==> src/verilog/acq_trigger_defines.vh <==
`ifndef ACQ_TRIGGER_DEFINES_VH
`define ACQ_TRIGGER_DEFINES_VH

// register byte offsets
`define REG_CTRL 8'h00
`define REG_BUF_SIZE 8'h04
`define REG_PRE_COUNT 8'h08
`define REG_REF_CFG 8'h0c
`define REG_PAUSE_CFG 8'h10
`define REG_SYNC_TIME 8'h14
`define REG_STATUS 8'h18
`define REG_WR_PTR 8'h1c
`define REG_TIME_NOW 8'h20
`define REG_SAMPLE_DIV 8'h24

// ctrl bits (write one to act)
`define CTRL_SW_START 0
`define CTRL_START_TRIG_EN 1
`define CTRL_REF_EN 2
`define CTRL_ABORT 3
`define CTRL_SYNC_SW 4
`define CTRL_SYNC_TIME_EN 5
`define CTRL_MULTI_CHASSIS 6

// trigger config fields
`define CFG_SEL_LSB 0
`define CFG_SEL_MSB 4
`define CFG_POL 8
`define CFG_ANALOG 9

// source select codes above the terminals
`define SEL_TERM_COUNT 8
`define SEL_INT_BASE 8

// reset values
`define BUF_SIZE_RST 16'h0010
`define PRE_COUNT_RST 16'h0004
`define SAMPLE_DIV_RST 16'h0013

// buffer
`define BUF_DEPTH 16
`define BUF_AW 4

// acquisition states
`define ST_IDLE 3'h0
`define ST_PRE 3'h1
`define ST_ARMED 3'h2
`define ST_POST 3'h3
`define ST_DONE 3'h4

`endif

==> src/verilog/acquisition_trigger_control.v <==
// How it works
// - posttrigger count is size minus pretrigger
// - every sample after start is stored
// - reference detection armed after pretrigger samples
// - earlier reference conditions are ignored
// - full buffer drops oldest sample
// - after trigger, store posttrigger samples then stop
// - digital reference on selectable edge
// - reference source: terminal or internal signal
// - analog reference stops on configured edge
// - reference output is active high
// - pause holds sample clock, release restarts
// - pause active level is configurable
// - pause source: terminal or internal signal
// - analog pause gates on configured level
// - pause responds to level only
// - sync pulse issued at programmed time
// - shared sync or software sync per task
// - multi-chassis sync and start follow shared link
// - start by trigger or software command
//
// Local design decisions: register access over AXI4-Lite and the register offsets.
`timescale 1ns/1ps
`default_nettype none
`include "acq_trigger_defines.vh"

module acquisition_trigger_control
(
  // clock and reset
  input wire aclk,
  input wire aresetn,
  // axi4-lite write address
  input wire [7:0] s_axi_awaddr,
  input wire s_axi_awvalid,
  output wire s_axi_awready,
  // axi4-lite write data
  input wire [31:0] s_axi_wdata,
  input wire [3:0] s_axi_wstrb,
  input wire s_axi_wvalid,
  output wire s_axi_wready,
  // axi4-lite write response
  output reg [1:0] s_axi_bresp,
  output reg s_axi_bvalid,
  input wire s_axi_bready,
  // axi4-lite read address
  input wire [7:0] s_axi_araddr,
  input wire s_axi_arvalid,
  output wire s_axi_arready,
  // axi4-lite read data
  output reg [31:0] s_axi_rdata,
  output reg [1:0] s_axi_rresp,
  output reg s_axi_rvalid,
  input wire s_axi_rready,
  // trigger sources
  input wire [7:0] programmable_function_terminal,
  input wire [7:0] internal_signal,
  input wire analog_compare_event,
  input wire start_trigger_in,
  input wire [31:0] time_now,
  input wire shared_sync_in,
  input wire shared_start_in,
  // sample data
  input wire [15:0] sample_data,
  // outputs
  output reg sample_clock,
  output reg ref_trigger_out,
  output reg sync_pulse,
  output reg acq_done,
  output reg [15:0] buf_rd_data,
  output reg buf_wr_en,
  output reg [3:0] buf_wr_addr
);

  // ----------------------------------------------------------------
  // helpers
  // ----------------------------------------------------------------
  function pick_source;
    input [9:0] cfg;
    input [7:0] term;
    input [7:0] intl;
    input analog;
    reg [4:0] sel;
    begin
      sel = cfg[`CFG_SEL_MSB:`CFG_SEL_LSB];
      if (cfg[`CFG_ANALOG])
        pick_source = analog;
      else if (sel < `SEL_TERM_COUNT)
        pick_source = term[sel[2:0]];
      else
        pick_source = intl[sel[2:0]];
    end
  endfunction

  function [31:0] merge;
    input [31:0] old;
    input [31:0] wd;
    input [3:0] st;
    integer i;
    begin
      merge = old;
      for (i = 0; i < 4; i = i + 1)
        if (st[i])
          merge[i*8 +: 8] = wd[i*8 +: 8];
    end
  endfunction

  // ----------------------------------------------------------------
  // registers
  // ----------------------------------------------------------------
  reg [6:0] ctrl;
  reg [15:0] buf_size;
  reg [15:0] pre_count;
  reg [9:0] ref_cfg;
  reg [9:0] pause_cfg;
  reg [31:0] sync_time;
  reg [15:0] sample_div;
  reg [2:0] state;
  reg [15:0] stored;
  reg [15:0] post_left;
  reg [3:0] wr_ptr;
  reg [15:0] mem [0:`BUF_DEPTH-1];
  reg [15:0] div_cnt;
  reg ref_prev;
  reg start_prev;
  reg sync_armed;
  reg [3:0] rd_idx;

  reg have_aw;
  reg have_w;
  reg [7:0] aw_addr;
  reg [31:0] w_data;
  reg [3:0] w_strb;

  wire [15:0] post_count = buf_size - pre_count;
  // merged words are 32 bits; each register keeps only its own slice
  wire [31:0] buf_size_m = merge({16'h0, buf_size}, w_data, w_strb);
  wire [31:0] pre_count_m = merge({16'h0, pre_count}, w_data, w_strb);
  wire [31:0] ref_cfg_m = merge({22'h0, ref_cfg}, w_data, w_strb);
  wire [31:0] pause_cfg_m = merge({22'h0, pause_cfg}, w_data, w_strb);
  wire [31:0] sample_div_m = merge({16'h0, sample_div}, w_data, w_strb);

  // ----------------------------------------------------------------
  // bus slave
  // ----------------------------------------------------------------
  assign s_axi_awready = !have_aw && !s_axi_bvalid;
  assign s_axi_wready = !have_w && !s_axi_bvalid;
  assign s_axi_arready = !s_axi_rvalid;

  wire wr_go = have_aw && have_w;
  wire ctrl_wr = wr_go && aw_addr == `REG_CTRL;
  wire [6:0] ctrl_pulse = ctrl_wr ? w_data[6:0] & {7{w_strb[0]}} : 7'h00;

  always @(posedge aclk)
  begin
    if (!aresetn)
    begin
      have_aw <= 1'b0;
      have_w <= 1'b0;
      aw_addr <= 8'h00;
      w_data <= 32'h0;
      w_strb <= 4'h0;
      s_axi_bvalid <= 1'b0;
      s_axi_bresp <= 2'h0;
      ctrl <= 7'h00;
      buf_size <= `BUF_SIZE_RST;
      pre_count <= `PRE_COUNT_RST;
      ref_cfg <= 10'h000;
      pause_cfg <= 10'h000;
      sync_time <= 32'h0;
      sample_div <= `SAMPLE_DIV_RST;
    end
    else
    begin
      if (s_axi_awvalid && s_axi_awready)
      begin
        have_aw <= 1'b1;
        aw_addr <= s_axi_awaddr;
      end
      if (s_axi_wvalid && s_axi_wready)
      begin
        have_w <= 1'b1;
        w_data <= s_axi_wdata;
        w_strb <= s_axi_wstrb;
      end
      if (s_axi_bvalid && s_axi_bready)
        s_axi_bvalid <= 1'b0;
      if (wr_go)
      begin
        have_aw <= 1'b0;
        have_w <= 1'b0;
        s_axi_bvalid <= 1'b1;
        s_axi_bresp <= 2'h0;
        case (aw_addr)
          // level bits only; action bits are one-cycle pulses
          `REG_CTRL:
            if (w_strb[0])
              ctrl <= {w_data[6:5], 2'b00, w_data[2:1], 1'b0};
          `REG_BUF_SIZE:
            buf_size <= buf_size_m[15:0];
          `REG_PRE_COUNT:
            pre_count <= pre_count_m[15:0];
          `REG_REF_CFG:
            ref_cfg <= ref_cfg_m[9:0];
          `REG_PAUSE_CFG:
            pause_cfg <= pause_cfg_m[9:0];
          `REG_SYNC_TIME:
            sync_time <= merge(sync_time, w_data, w_strb);
          `REG_SAMPLE_DIV:
            sample_div <= sample_div_m[15:0];
          `REG_STATUS, `REG_WR_PTR, `REG_TIME_NOW:
            s_axi_bresp <= 2'h0;
          default:
            s_axi_bresp <= 2'h2;
        endcase
      end
    end
  end

  always @(posedge aclk)
  begin
    if (!aresetn)
    begin
      s_axi_rvalid <= 1'b0;
      s_axi_rdata <= 32'h0;
      s_axi_rresp <= 2'h0;
    end
    else if (s_axi_rvalid)
    begin
      if (s_axi_rready)
        s_axi_rvalid <= 1'b0;
    end
    else if (s_axi_arvalid)
    begin
      s_axi_rvalid <= 1'b1;
      s_axi_rresp <= 2'h0;
      case (s_axi_araddr)
        `REG_CTRL: s_axi_rdata <= {25'h0, ctrl};
        `REG_BUF_SIZE: s_axi_rdata <= {16'h0, buf_size};
        `REG_PRE_COUNT: s_axi_rdata <= {16'h0, pre_count};
        `REG_REF_CFG: s_axi_rdata <= {22'h0, ref_cfg};
        `REG_PAUSE_CFG: s_axi_rdata <= {22'h0, pause_cfg};
        `REG_SYNC_TIME: s_axi_rdata <= sync_time;
        `REG_STATUS: s_axi_rdata <= {13'h0, state, stored};
        `REG_WR_PTR: s_axi_rdata <= {28'h0, wr_ptr};
        `REG_TIME_NOW: s_axi_rdata <= time_now;
        `REG_SAMPLE_DIV: s_axi_rdata <= {16'h0, sample_div};
        default:
        begin
          s_axi_rdata <= 32'h0;
          s_axi_rresp <= 2'h2;
        end
      endcase
    end
  end

  // ----------------------------------------------------------------
  // triggers and sample clock
  // ----------------------------------------------------------------
  wire ref_src = pick_source(ref_cfg, programmable_function_terminal,
    internal_signal, analog_compare_event);
  wire pause_src = pick_source(pause_cfg, programmable_function_terminal,
    internal_signal, analog_compare_event);
  // level compare only, no edge memory on this path
  wire paused = (pause_src == pause_cfg[`CFG_POL]);
  // pol 0 rising, pol 1 falling
  wire ref_edge = ref_cfg[`CFG_POL] ? (ref_prev && !ref_src)
    : (!ref_prev && ref_src);
  wire start_src = ctrl[`CTRL_MULTI_CHASSIS] ? shared_start_in
    : start_trigger_in;
  wire start_hit = ctrl[`CTRL_START_TRIG_EN] ? (start_src && !start_prev)
    : ctrl_pulse[`CTRL_SW_START];
  wire running = state == `ST_PRE || state == `ST_ARMED
    || state == `ST_POST;
  // a pause freezes the divider so the next sample is not shortened
  wire tick = running && !paused && div_cnt == 16'h0;

  always @(posedge aclk)
  begin
    if (!aresetn)
    begin
      ref_prev <= 1'b0;
      start_prev <= 1'b0;
      div_cnt <= 16'h0;
      sample_clock <= 1'b0;
    end
    else
    begin
      ref_prev <= ref_src;
      start_prev <= start_src;
      sample_clock <= tick;
      if (!running)
        div_cnt <= sample_div;
      else if (!paused)
        div_cnt <= (div_cnt == 16'h0) ? sample_div : div_cnt - 16'h1;
    end
  end

  // ----------------------------------------------------------------
  // acquisition sequence
  // ----------------------------------------------------------------
  always @(posedge aclk)
  begin
    if (!aresetn)
    begin
      state <= `ST_IDLE;
      stored <= 16'h0;
      post_left <= 16'h0;
      wr_ptr <= 4'h0;
      buf_wr_en <= 1'b0;
      buf_wr_addr <= 4'h0;
      ref_trigger_out <= 1'b0;
      acq_done <= 1'b0;
    end
    else
    begin
      buf_wr_en <= 1'b0;
      ref_trigger_out <= 1'b0;
      if (ctrl_pulse[`CTRL_ABORT])
        state <= `ST_IDLE;
      else
        case (state)
          `ST_IDLE, `ST_DONE:
            if (start_hit)
            begin
              state <= `ST_PRE;
              stored <= 16'h0;
              wr_ptr <= 4'h0;
              acq_done <= 1'b0;
            end
          `ST_PRE:
            // reference edges here are dropped
            if (tick)
            begin
              if (!ctrl[`CTRL_REF_EN] && stored + 16'h1 >= buf_size)
              begin
                state <= `ST_DONE;
                acq_done <= 1'b1;
              end
              else if (ctrl[`CTRL_REF_EN] && stored + 16'h1 >= pre_count)
                state <= `ST_ARMED;
            end
          `ST_ARMED:
            if (ref_edge)
            begin
              ref_trigger_out <= 1'b1;
              post_left <= post_count;
              if (post_count == 16'h0)
              begin
                state <= `ST_DONE;
                acq_done <= 1'b1;
              end
              else
                state <= `ST_POST;
            end
          `ST_POST:
            if (tick && post_left == 16'h1)
            begin
              state <= `ST_DONE;
              acq_done <= 1'b1;
            end
          default:
            state <= `ST_IDLE;
        endcase
      if (tick)
      begin
        mem[wr_ptr] <= sample_data;
        buf_wr_en <= 1'b1;
        buf_wr_addr <= wr_ptr;
        // wrap overwrites the oldest slot
        wr_ptr <= wr_ptr + 4'h1;
        if (stored < buf_size)
          stored <= stored + 16'h1;
        if (state == `ST_POST)
          post_left <= post_left - 16'h1;
      end
    end
  end

  always @(posedge aclk)
  begin
    if (!aresetn)
    begin
      rd_idx <= 4'h0;
      buf_rd_data <= 16'h0;
    end
    else
    begin
      if (s_axi_arvalid && s_axi_arready && s_axi_araddr == `REG_WR_PTR)
        rd_idx <= rd_idx + 4'h1;
      buf_rd_data <= mem[rd_idx];
    end
  end

  // ----------------------------------------------------------------
  // sync pulse
  // ----------------------------------------------------------------
  always @(posedge aclk)
  begin
    if (!aresetn)
    begin
      sync_armed <= 1'b0;
      sync_pulse <= 1'b0;
    end
    else
    begin
      sync_pulse <= 1'b0;
      if (ctrl_pulse[`CTRL_SYNC_TIME_EN])
        sync_armed <= 1'b1;
      if (ctrl[`CTRL_MULTI_CHASSIS])
        sync_pulse <= shared_sync_in;
      else if (sync_armed && time_now >= sync_time)
      begin
        sync_pulse <= 1'b1;
        sync_armed <= 1'b0;
      end
      else if (ctrl_pulse[`CTRL_SYNC_SW])
        sync_pulse <= 1'b1;
    end
  end

endmodule
`default_nettype wire

==> config.mk <==
export PLATFORM = sky130hd
export DESIGN_NAME = acquisition_trigger_control
export DESIGN_NICKNAME = d
export VERILOG_FILES = /design/src/verilog/acquisition_trigger_control.v
export VERILOG_INCLUDE_DIRS = /design/src /design/src/verilog
export SDC_FILE = /design/constraint.sdc
export NUM_CORES = 1
export LEC_CHECK = 0
export BUFFER_PORTS_ARGS = -buffer_cell sky130_fd_sc_hd__buf_4
export CORE_MARGIN = 5
export CORE_UTILIZATION = 50
export DETAILED_ROUTE_END_ITERATION = 16
export GPL_TIMING_DRIVEN = 0
export PLACE_DENSITY = 0.72
export SLEW_MARGIN = 20
export SYNTH_ARGS = -nofsm -noshare
export SYNTH_HDL_FRONTEND = slang
export SYNTH_SLANG_ARGS = --single-unit
==> constraint.sdc <==
create_clock -name aclk -period 10.8 [get_ports aclk]
set_clock_uncertainty 0.05 [all_clocks]
set_input_delay 0.54 -clock aclk [delete_from_list [all_inputs] [get_ports aclk]]
set_output_delay 0.54 -clock aclk [all_outputs]
set_load 0.005 [all_outputs]
# Word-level counts from Yosys, hierarchy flattened
# Memory sizes are Yosys's and may differ from the RTL's. A register that Yosys moved wholly into a read port is not among the register bits.
# Index checks and enable logic that the tools add are counted.
word_totals:
  register_bits: 259
  latch_bits: 0
  ramBits: 256
  mem_bits_ro: 0
  inputBits: 127
  memories: 1
mem_list:
  columns: ["name", "words", "width", "rd", "rd_clocked_by_memory_dff", "wr", "line", "rtl"]
  rows:
  - ["mem", 16, 16, 1, 1, 1, "acquisition_trigger_control.v:121", "reg [15:0] mem [0:`BUF_DEPTH-1];"]
classes:
  addsub: 6
  multipliers: 0
  n_div: 0
  magnitude_cmp: 8
  n_eq_ne: 33
  shifts: 0
  muxes: 66
  n_bitwise: 5
  reduce_logical: 64
ops:
  columns: ["op", "n"]
  rows:
  - ["32-bit one-hot mux with 10 select lines", 1]
  - ["16-bit 2-to-1 mux", 13]
  - ["8-bit by 5-bit equality test with 1-bit output, second input constant", 8]
  - ["3-bit AND reduction", 16]
  - ["8-bit by 4-bit equality test with 1-bit output, second input constant", 4]
  - ["8-bit by 6-bit equality test with 1-bit output, second input constant", 4]
  - ["16-bit greater-or-equal comparator", 2]
  - ["32-bit greater-or-equal comparator", 1]
  - ["16-bit zero test", 2]
  - ["1-bit 2-to-1 mux", 32]
  - ["16-bit by 1-bit subtractor with 16-bit output, second input constant", 2]
  - ["3-bit 2-to-1 mux", 7]
  - ["10-bit OR reduction", 2]
  - ["1-bit logical AND", 18]
  - ["16-bit by 1-bit adder with 16-bit output, second input constant", 1]
  - ["16-bit by 1-bit equality test with 1-bit output, second input constant", 1]
  - ["8-bit by 3-bit equality test with 1-bit output, second input constant", 2]
  - ["8-bit zero test", 2]
  - ["16-bit less-than comparator", 1]
  - ["4-bit 2-to-1 mux", 4]
  - ["16-bit subtractor", 1]
  - ["1-bit binary-select mux with 3-bit select", 4]
  - ["3-bit one-hot mux with 4 select lines", 1]
  - ["1-bit zero test", 10]
  - ["other kinds (24)", 43]

# Depth between registers and ports, before layout
# Gate-level depths: netlist of run 1.
logic_depth:
  ltp_word: 12
  mapped_depth: 18
  ltp_nobuf: 17

# Worst setup path after synthesis of run 1
# OpenSTA, ideal clock, no wires.
synth_timing:
  path_type: "register to register"
  from: "register buf_size[0]"
  to: "register state[1]"
  setup_time_ps: 118
  t_arrival_ps: 3422
  setup_slack_ps: 7210
  stages_incl_launch_ff: 14
  cell_sequence: "dfxtp_1 > inv_1 > ha_1 > inv_1 > fa_1 > a211oi_4 > o21ai_2 > a32o_2 > nor4_1 > a311oi_2 > or4b_1 > or4b_4 > a21o_1 > nor3b_2"
synth_via:
  elab_chain_cells: 5
  word_cells_on_any_way: 11
  cone_classes: "1 x add/sub; 1 x order compare; 1 x eq/ne; 5 x mux; 3 x reduce/logical"
synth_rtl:
  columns: ["element", "line", "rtl"]
  rows:
  - ["from (decl)", "acquisition_trigger_control.v:111", "reg [15:0] buf_size;"]
  - ["from (signal assigned)", "acquisition_trigger_control.v:165", "buf_size <= `BUF_SIZE_RST;"]
  - ["from (signal assigned)", "acquisition_trigger_control.v:199", "buf_size <= buf_size_m[15:0];"]
  - ["16-bit subtractor / 16-bit greater-or-equal comparator (equally long branches)", "acquisition_trigger_control.v:134, acquisition_trigger_control.v:334", null]
  - ["16-bit zero test / 1-bit logical AND (equally long branches)", "acquisition_trigger_control.v:347, acquisition_trigger_control.v:334", null]
  - ["3-bit 2-to-1 mux, on equally long branches", "acquisition_trigger_control.v:347, acquisition_trigger_control.v:334", null]
  - ["3-bit 2-to-1 mux, on equally long branches", "acquisition_trigger_control.v:343, acquisition_trigger_control.v:332", null]
  - ["3-bit one-hot mux with 4 select lines", "acquisition_trigger_control.v:321", "case (state)"]
  - ["to (signal assigned)", "acquisition_trigger_control.v:319", "state <= `ST_IDLE;"]
  - ["to (signal assigned)", "acquisition_trigger_control.v:325", "state <= `ST_PRE;"]
  - ["to (signal assigned)", "acquisition_trigger_control.v:349", "state <= `ST_DONE;"]
  - ["to (decl)", "acquisition_trigger_control.v:117", "reg [2:0] state;"]
# Several ways; a longest one is shown, not always the timed one. The select of a mux whose other input is x is not followed.
# A chain may end at the register's enable or synchronous reset.

# Worst setup path after layout of run 1
layout_timing:
  from: "register div_cnt[4]"
  to: "memory mem[11][11], enable pin"
layout_via:
  elab_chain_cells: 5
layout_rtl:
  columns: ["element", "line", "rtl"]
  rows:
  - ["from (decl)", "acquisition_trigger_control.v:122", "reg [15:0] div_cnt;"]
  - ["from (signal assigned)", "acquisition_trigger_control.v:292", "div_cnt <= sample_div;"]
  - ["from (signal assigned)", "acquisition_trigger_control.v:294", "div_cnt <= (div_cnt == 16'h0) ? sample_div : div_cnt - 16'h1;"]
  - ["16-bit zero test", "acquisition_trigger_control.v:275", "wire tick = running && !paused && div_cnt == 16'h0;"]
  - ["1-bit logical AND", "acquisition_trigger_control.v:275", null]
  - ["1-bit 2-to-1 mux", "acquisition_trigger_control.v:364", "if (tick)"]
  - ["1-bit 2-to-1 mux", "acquisition_trigger_control.v:303", "if (!aresetn)"]
  - ["1-bit 2-to-1 mux (implied by the code)", "acquisition_trigger_control.v:366", "mem[wr_ptr] <= sample_data;"]
  - ["to (decl)", "acquisition_trigger_control.v:121", null]
# Every way passes these cells.

==> results.cfg, run 1 <==
[run_status]
status = finished clean

[sta]
timing.hold.ws_ns = 0.02275
timing.fmax_mhz = 231.5
setup_slack_ns = 6.480
worst_pin_slew_ns = 1.213
slew_headroom_pct = 19.13
period_needed_ns = 4.320
finalHoldViolations = 0
tns_ns = 0
report.final.setup_viol = 0
slew_viol_final = 0
period_share_pct = 40.00
rsz0062_at_grt = false

[placement]
dp_hpwl_um = 55220
dp_slack_ns = 6.576
place.gp.congestion = 1.002
portBuffers = 189

[clock_tree]
htreeDepth = 2
holdBufCountCts = 0
cts_root_buf = clkbuf_16
cts_tree = built
clock_path_buffers = 3
clock_latency_ns = 0.65
cts_setup_buffers = 0
clk_pin_slew_ns = 0.06
cts_resized = 0
clock-sinks = 529
cts_made_buffers = 55

[critical_path]
cp_data_required_time_ns = 10.95
path_class = register to register
crit_fanout = 16
path_delay_family = simple AND/OR/NAND/NOR gates
critPathMaxStageDelay_ns = 0.92
worst_setup_path_end_kind = register
crit_chain = or4_1 -> nor2_1 -> nand4_1 -> nor3_1 -> nand3_1 -> nor3b_1 -> and2_1
critPathSlowestCell = and2_1
crit_arrival_ns = 4.47
startpoint_type = register
crit_buf_inv = 0

[global_routing]
grt_pass1_wl_um = 115400
grt_max_degree = 19
grt_pass1_vias = 19130
antenna_found_initial = 2
gr-total-overflow = 0
grt_util_all_layers_pct = 28.12

[pwr]
power_mw = 4.787
p_per_area_nw_per_um2 = 166.8
cellLeakagePower_nw = 10.30
ir_drop_mv = 0.1582

[yosys]
synth_top_area_cell = edfxtp_1
muxShareOfSynthArea_pct = 10.13
ys_types = 83
synth_top_family_by_area = simple AND/OR/NAND/NOR gates
synth_compound_area_share_pct = 12.56
ys_ff_latch = 529
synth.top_cells.by_count = nand2_1 (312), dfxtp_1 (273), edfxtp_1 (256), a21oi_1 (218), nor2_1 (182)
async_reset_ff_share_pct = 0
synthAdderAreaFrac_pct = 5.460
yosysSeqAreaShare_pct = 53.84
synth-edff-count = 256
synth_top_area_share_pct = 31.47
ys.warnings.count = 0
netlist_area_um2 = 24430
synthSimpleGateAreaFrac_pct = 13.81
yosys-top-cells-area = edfxtp_1 (31%), dfxtp_1 (22%), mux4_2 (7.7%)
synthCells = 2242
yosysMostFrequentCell = nand2_1
synth_xor_area_share_pct = 1.004
ys.flop_type = dfxtp_1
avgSynthCellArea_um2 = 10.90

[drt]
vias = 19340
drc = 0
wl_um = 76820
via_per_inst = 6.115
routedWlPerCell_um = 24.29
postRouteAntennaNets = 0
dr.pass1.iters = 8
drtIter0Drc = 2154

[die]
std_cell_rows = 81
dieArea_um2 = 53370
num_io_pins = 193
core_um2 = 48650
die_x_um = 231.0
fp.dieH_um = 231.0
start_util_pct = 50.21

[final_layout]
layout-drive-gt1-share_pct = 16.08
fin_util_pct = 58.98
syn_to_final_growth_pct = 17.46
nets = 2725
nFillCells = 3977

[run]
cap_viol_max_count = 0

[worst_hold_path]
hold_class = input pin to register
[path summary, 6_finish.rpt]
check	slack, ns	from	endpoint	cells past startpoint
max reg2reg	6.48	div_cnt[4]$_SDFFE_PN0P_	mem[11][11]$_DFFE_PP_	7
max	6.48	div_cnt[4]$_SDFFE_PN0P_	mem[11][11]$_DFFE_PP_	7
min reg2reg	0.41	w_data[20]$_SDFFE_PN0P_	sync_time[20]$_SDFFE_PN0P_	2
min	0.02	s_axi_rready	s_axi_rvalid$_SDFF_PN0_	2
[flip-flops by register name, indices dropped and copies added (netlist names), 16 cells and up]
signal and cells:
buf_rd_data 16, post_left 16, buf_size 16, s_axi_rdata 32, sample_div 16, w_data 32
pre_count 16, stored 16, mem 256, div_cnt 16, sync_time 32
[per-layer routing]
| metal | track usage [%] | up-vias | routed length, µm |
|---|---|---|---|
| met5 | 0 | - | 0 |
| met4 | 8.915 | 0 | 2504 |
| met3 | 6.137 | 167 | 7612 |
| met2 | 44.77 | 1014 | 35620 |
| met1 | 38.89 | 9406 | 31080 |
| li1 | - | 8750 | - |
[power breakdown]
group | leakage, nW | internal (mW) | switching [mW]
registers | 4.51 | 2.15 | 0.0529
logic | 4.81 | 0.185 | 0.340
clock network | 0.971 | 1.22 | 0.842
total | 10.3 | 3.55 | 1.23
[cells in the final DEF, fill, tap and decap left out, types with 6 or more instances in the layout]
cell type and n:
mux4_2 83, a21oi_1 218, a221oi_1 11, clkbuf_16 55, inv_1 88, mux2i_1 56, nor2b_1 12, nor3b_1 7
buf_1 8, clkbuf_1 107, clkinv_2 6, nor4_1 11, o21ai_1 16, buf_4 192, o21ai_0 67, a211oi_1 12
nor3_1 34, nand4_1 13, a32oi_1 6, nand2b_1 14, nor2_1 182, xor2_1 17, ha_1 105, a21o_1 13
xnor2_1 11, nand3b_1 6, a31oi_1 26, edfxtp_1 256, nand3_1 49, dfxtp_1 273, o211ai_1 9, a22oi_1 39
a222oi_1 16, and3_1 21, and2_1 48, nand2_1 312, bufinv_16 7, o21a_1 7, clkbuf_8 15
[logic make-up after synthesis]
family,after synthesis
other cells,1
buf+inv,203
simple gates,742
xor+xnor,28
mux,143
flops,529
compound gates,490
fa+ha+maj,106
[per-stage QoR]
step / cell area (µm²) / instances
2_1_floorplan: 24430 / 2243
5_1_grt: 28690 / 3162
3_5_place_dp: 26650 / 3056
6_report: 28690 / 3162
3_3_place_gp: 26630 / 3054
4_1_cts: 28660 / 3159
[worst register-to-register path, stage by stage, from the launching register on]
cell and delay [ns]:
dfxtp_1 0.36, or4_1 0.64, nor2_1 0.24, nand4_1 0.26, nor3_1 0.54, nand3_1 0.42, nor3b_1 0.44, and2_1 0.92
[area by class of cell]
cell class | count | area (µm²) | area share [%]
flip-flops and latches | 529 | 13150 | 45.84
diodes | 2 | 5.005 | 0.01744
repair buffers | 192 | 1451 | 5.059
plain buffers | 115 | 449.2 | 1.566
multi-input cells | 1511 | 10520 | 36.66
inverters | 88 | 330.3 | 1.151
clock inverters | 23 | 385.4 | 1.343
clock buffers | 80 | 1620 | 5.647
well taps | 622 | 778.2 | 2.712
(Power assumes the default switching activity.)
==> inputs of run 2 (changes only) <==
Settings changed: PLACE_DENSITY 0.72 to 0.75.
Clock period 10.8 ns to 3.8 ns, I/O delays scaled along.
==> run 2 against run 1 <==
  * The flow now finishes with violations (setup timing)
  * Count of clock-buffer cells in the layout shrank 10
  * Flip-flop and latch count did not move
  * Critical endpoint is now mem[8][11]$_DFFE_PP_
  * Die area stayed put
  * Largest power group unchanged
  * Via count increased by 4.5%
  * Combinational power grew to 3.1 times the previous value
  * Cell area increased by 3.7%
==> results.cfg, run 2 (synthesis gave the netlist of run 1 again) <==
[run_status]
status = finished, violations left
violations = setup timing

[die]
core_um2 = 48650
std_cell_rows = 81
die_x_um = 231.0
dieArea_um2 = 53370
num_io_pins = 193
fp.dieH_um = 231.0
start_util_pct = 50.21

[placement]
portBuffers = 189
dp_hpwl_um = 55560
place.gp.congestion = 1.002

[critical_path]
worst_setup_path_end_kind = register
crit_fanout = 16
crit_chain = buf_2 -> nor2b_1 -> a2111oi_0 -> o311ai_1 -> nand4_1 -> and2_1 -> nand3_1 -> nor3b_1 -> and2_4
crit_arrival_ns = 4.14
critPathSlowestCell = nor3b_1
startpoint_type = register
cp_data_required_time_ns = 4.02
path_delay_family = simple AND/OR/NAND/NOR gates
r2r_setup_slack_ns = -0.12
path_class = register to register
crit_buf_inv = 1
critPathMaxStageDelay_ns = 0.61

[sta]
period_share_pct = 103.2
timing.hold.ws_ns = 0.06534
finalHoldViolations = 0
report.final.setup_viol = 128
slew_viol_final = 0
slew_headroom_pct = 21.90
timing.fmax_mhz = 255.0
rsz0062_at_grt = true
worst_pin_slew_ns = 1.171
setup_slack_ns = -0.1209
period_needed_ns = 3.921

[final_layout]
layout-drive-gt1-share_pct = 17.48
fin_util_pct = 61.18
syn_to_final_growth_pct = 21.84
mostFrequentLayoutCells = nand2_1 (312), dfxtp_1 (268), edfxtp_1 (256), a21oi_1 (218), buf_4 (200)
regMostFlops = mem
nets = 2824
final_common_cell = nand2_1
largest_reg_flops = 256

[global_routing]
use_met1_pct = 39.18
use_met2_pct = 48.53
use_met3_pct = 4.961
grt_util_all_layers_pct = 29.22
grt_pass1_wl_um = 119800
grt_max_degree = 18
gr-total-overflow = 0
antenna_found_initial = 0
busiest_layer = met2
grt_pass1_vias = 19830

[pwr]
cellLeakagePower_nw = 10.76
ir_drop_mv = 0.5426
p_per_area_nw_per_um2 = 455.2

[drt]
dr.pass1.iters = 7
routedWlPerCell_um = 24.69
vias = 20200
via_per_inst = 6.194
postRouteAntennaNets = 0
drtIter0Drc = 2362
drc = 0
wl_um = 80510

[clock_tree]
clock_latency_ns = 0.64
clk_pin_slew_ns = 0.07
clock-sinks = 529
cts_tree = built
htreeDepth = 2
clock_path_buffers = 3
cts_root_buf = clkbuf_16
cts_made_buffers = 55

[worst_hold_path]
hold_class = input pin to register

[run]
cap_viol_max_count = 0
[run 2: cell types whose count changed in the layout (fill, tap and decap cells not counted), sizes merged]
| cell | before | now |
|---|---|---|
| clkinvlp | 3 | 5 |
| clkbuf | 181 | 167 |
| clkinv | 12 | 20 |
| diode | 2 | 1 |
| inv | 89 | 92 |
| buf | 205 | 214 |
| bufinv | 7 | 5 |
| dlygate4sd3 | 0 | 94 |
[run 2: area by class of cell]
class | instances | area [µm²]
Antenna cell | 1 | 2.502
Buffer | 112 | 439.2
Clock buffer | 70 | 1535
Clock inverter | 34 | 390.4
Fill cell | 3852 | 18880
Inverter | 88 | 332.8
Multi-Input combinational cell | 1511 | 10670
Sequential cell | 529 | 13160
Tap cell | 622 | 778.2
Timing Repair Buffer | 294 | 2452
[run 2: final timing paths]
kind / from / endpoint / cells past startpoint
max: pause_cfg[2]$_SDFFE_PN0P_ / mem[8][11]$_DFFE_PP_ / 9
min: s_axi_wvalid / w_strb[0]$_SDFFE_PN0P_ / 4
max reg2reg: pause_cfg[2]$_SDFFE_PN0P_ / mem[8][11]$_DFFE_PP_ / 9
min reg2reg: w_data[23]$_SDFFE_PN0P_ / sync_time[23]$_SDFFE_PN0P_ / 2
[run 2: worst reg2reg max path, stage by stage (launching register included)]
cell	delay, ns
dfxtp_1	0.34
buf_2	0.33
nor2b_1	0.08
a2111oi_0	0.44
o311ai_1	0.21
nand4_1	0.30
and2_1	0.37
nand3_1	0.33
nor3b_1	0.61
and2_4	0.49
[run 2: report_power, final]
| part | total (mW) | switching (mW) | internal (mW) | leakage [nW] |
|---|---|---|---|---|
| logic | 1.62 | 1.03 | 0.595 | 5.31 |
| registers | 6.26 | 0.156 | 6.10 | 4.52 |
| clock network | 5.67 | 2.42 | 3.24 | 0.938 |
[run 2: per-stage QoR]
stage          TNS [ns]  cells  power, mW  setup slack [ns]  cell area [µm²]
5_1_grt          -17.83   3260      13.98           -0.1874            29760
6_report         -8.758   3261      13.55           -0.1209            29760
4_1_cts               0   3254      13.51           0.02742            29620
3_3_place_gp     -83.73   3054      7.802           -0.4069            26630
2_1_floorplan         0   2243      7.253            0.2101            24430
3_5_place_dp    -101.58   3056      7.847           -0.5168            26650
[run 2: per-layer routing]
layer  vias up  share of wire (%)
met4         0                3.5
met5         -                  0
met1      9963                 39
met2      1096                 48
li1       8949                  -
met3       191                9.0
[run 2: what timing repair did]
item / CTS / global route
hold buffers: 94 / 0
endpoints found under the hold margin: 325 / 0
pin swaps: 2 / 12
gates resized for setup: 33 / 34
setup endpoints to repair: 272 / 278
buffers inserted: 2 / 6
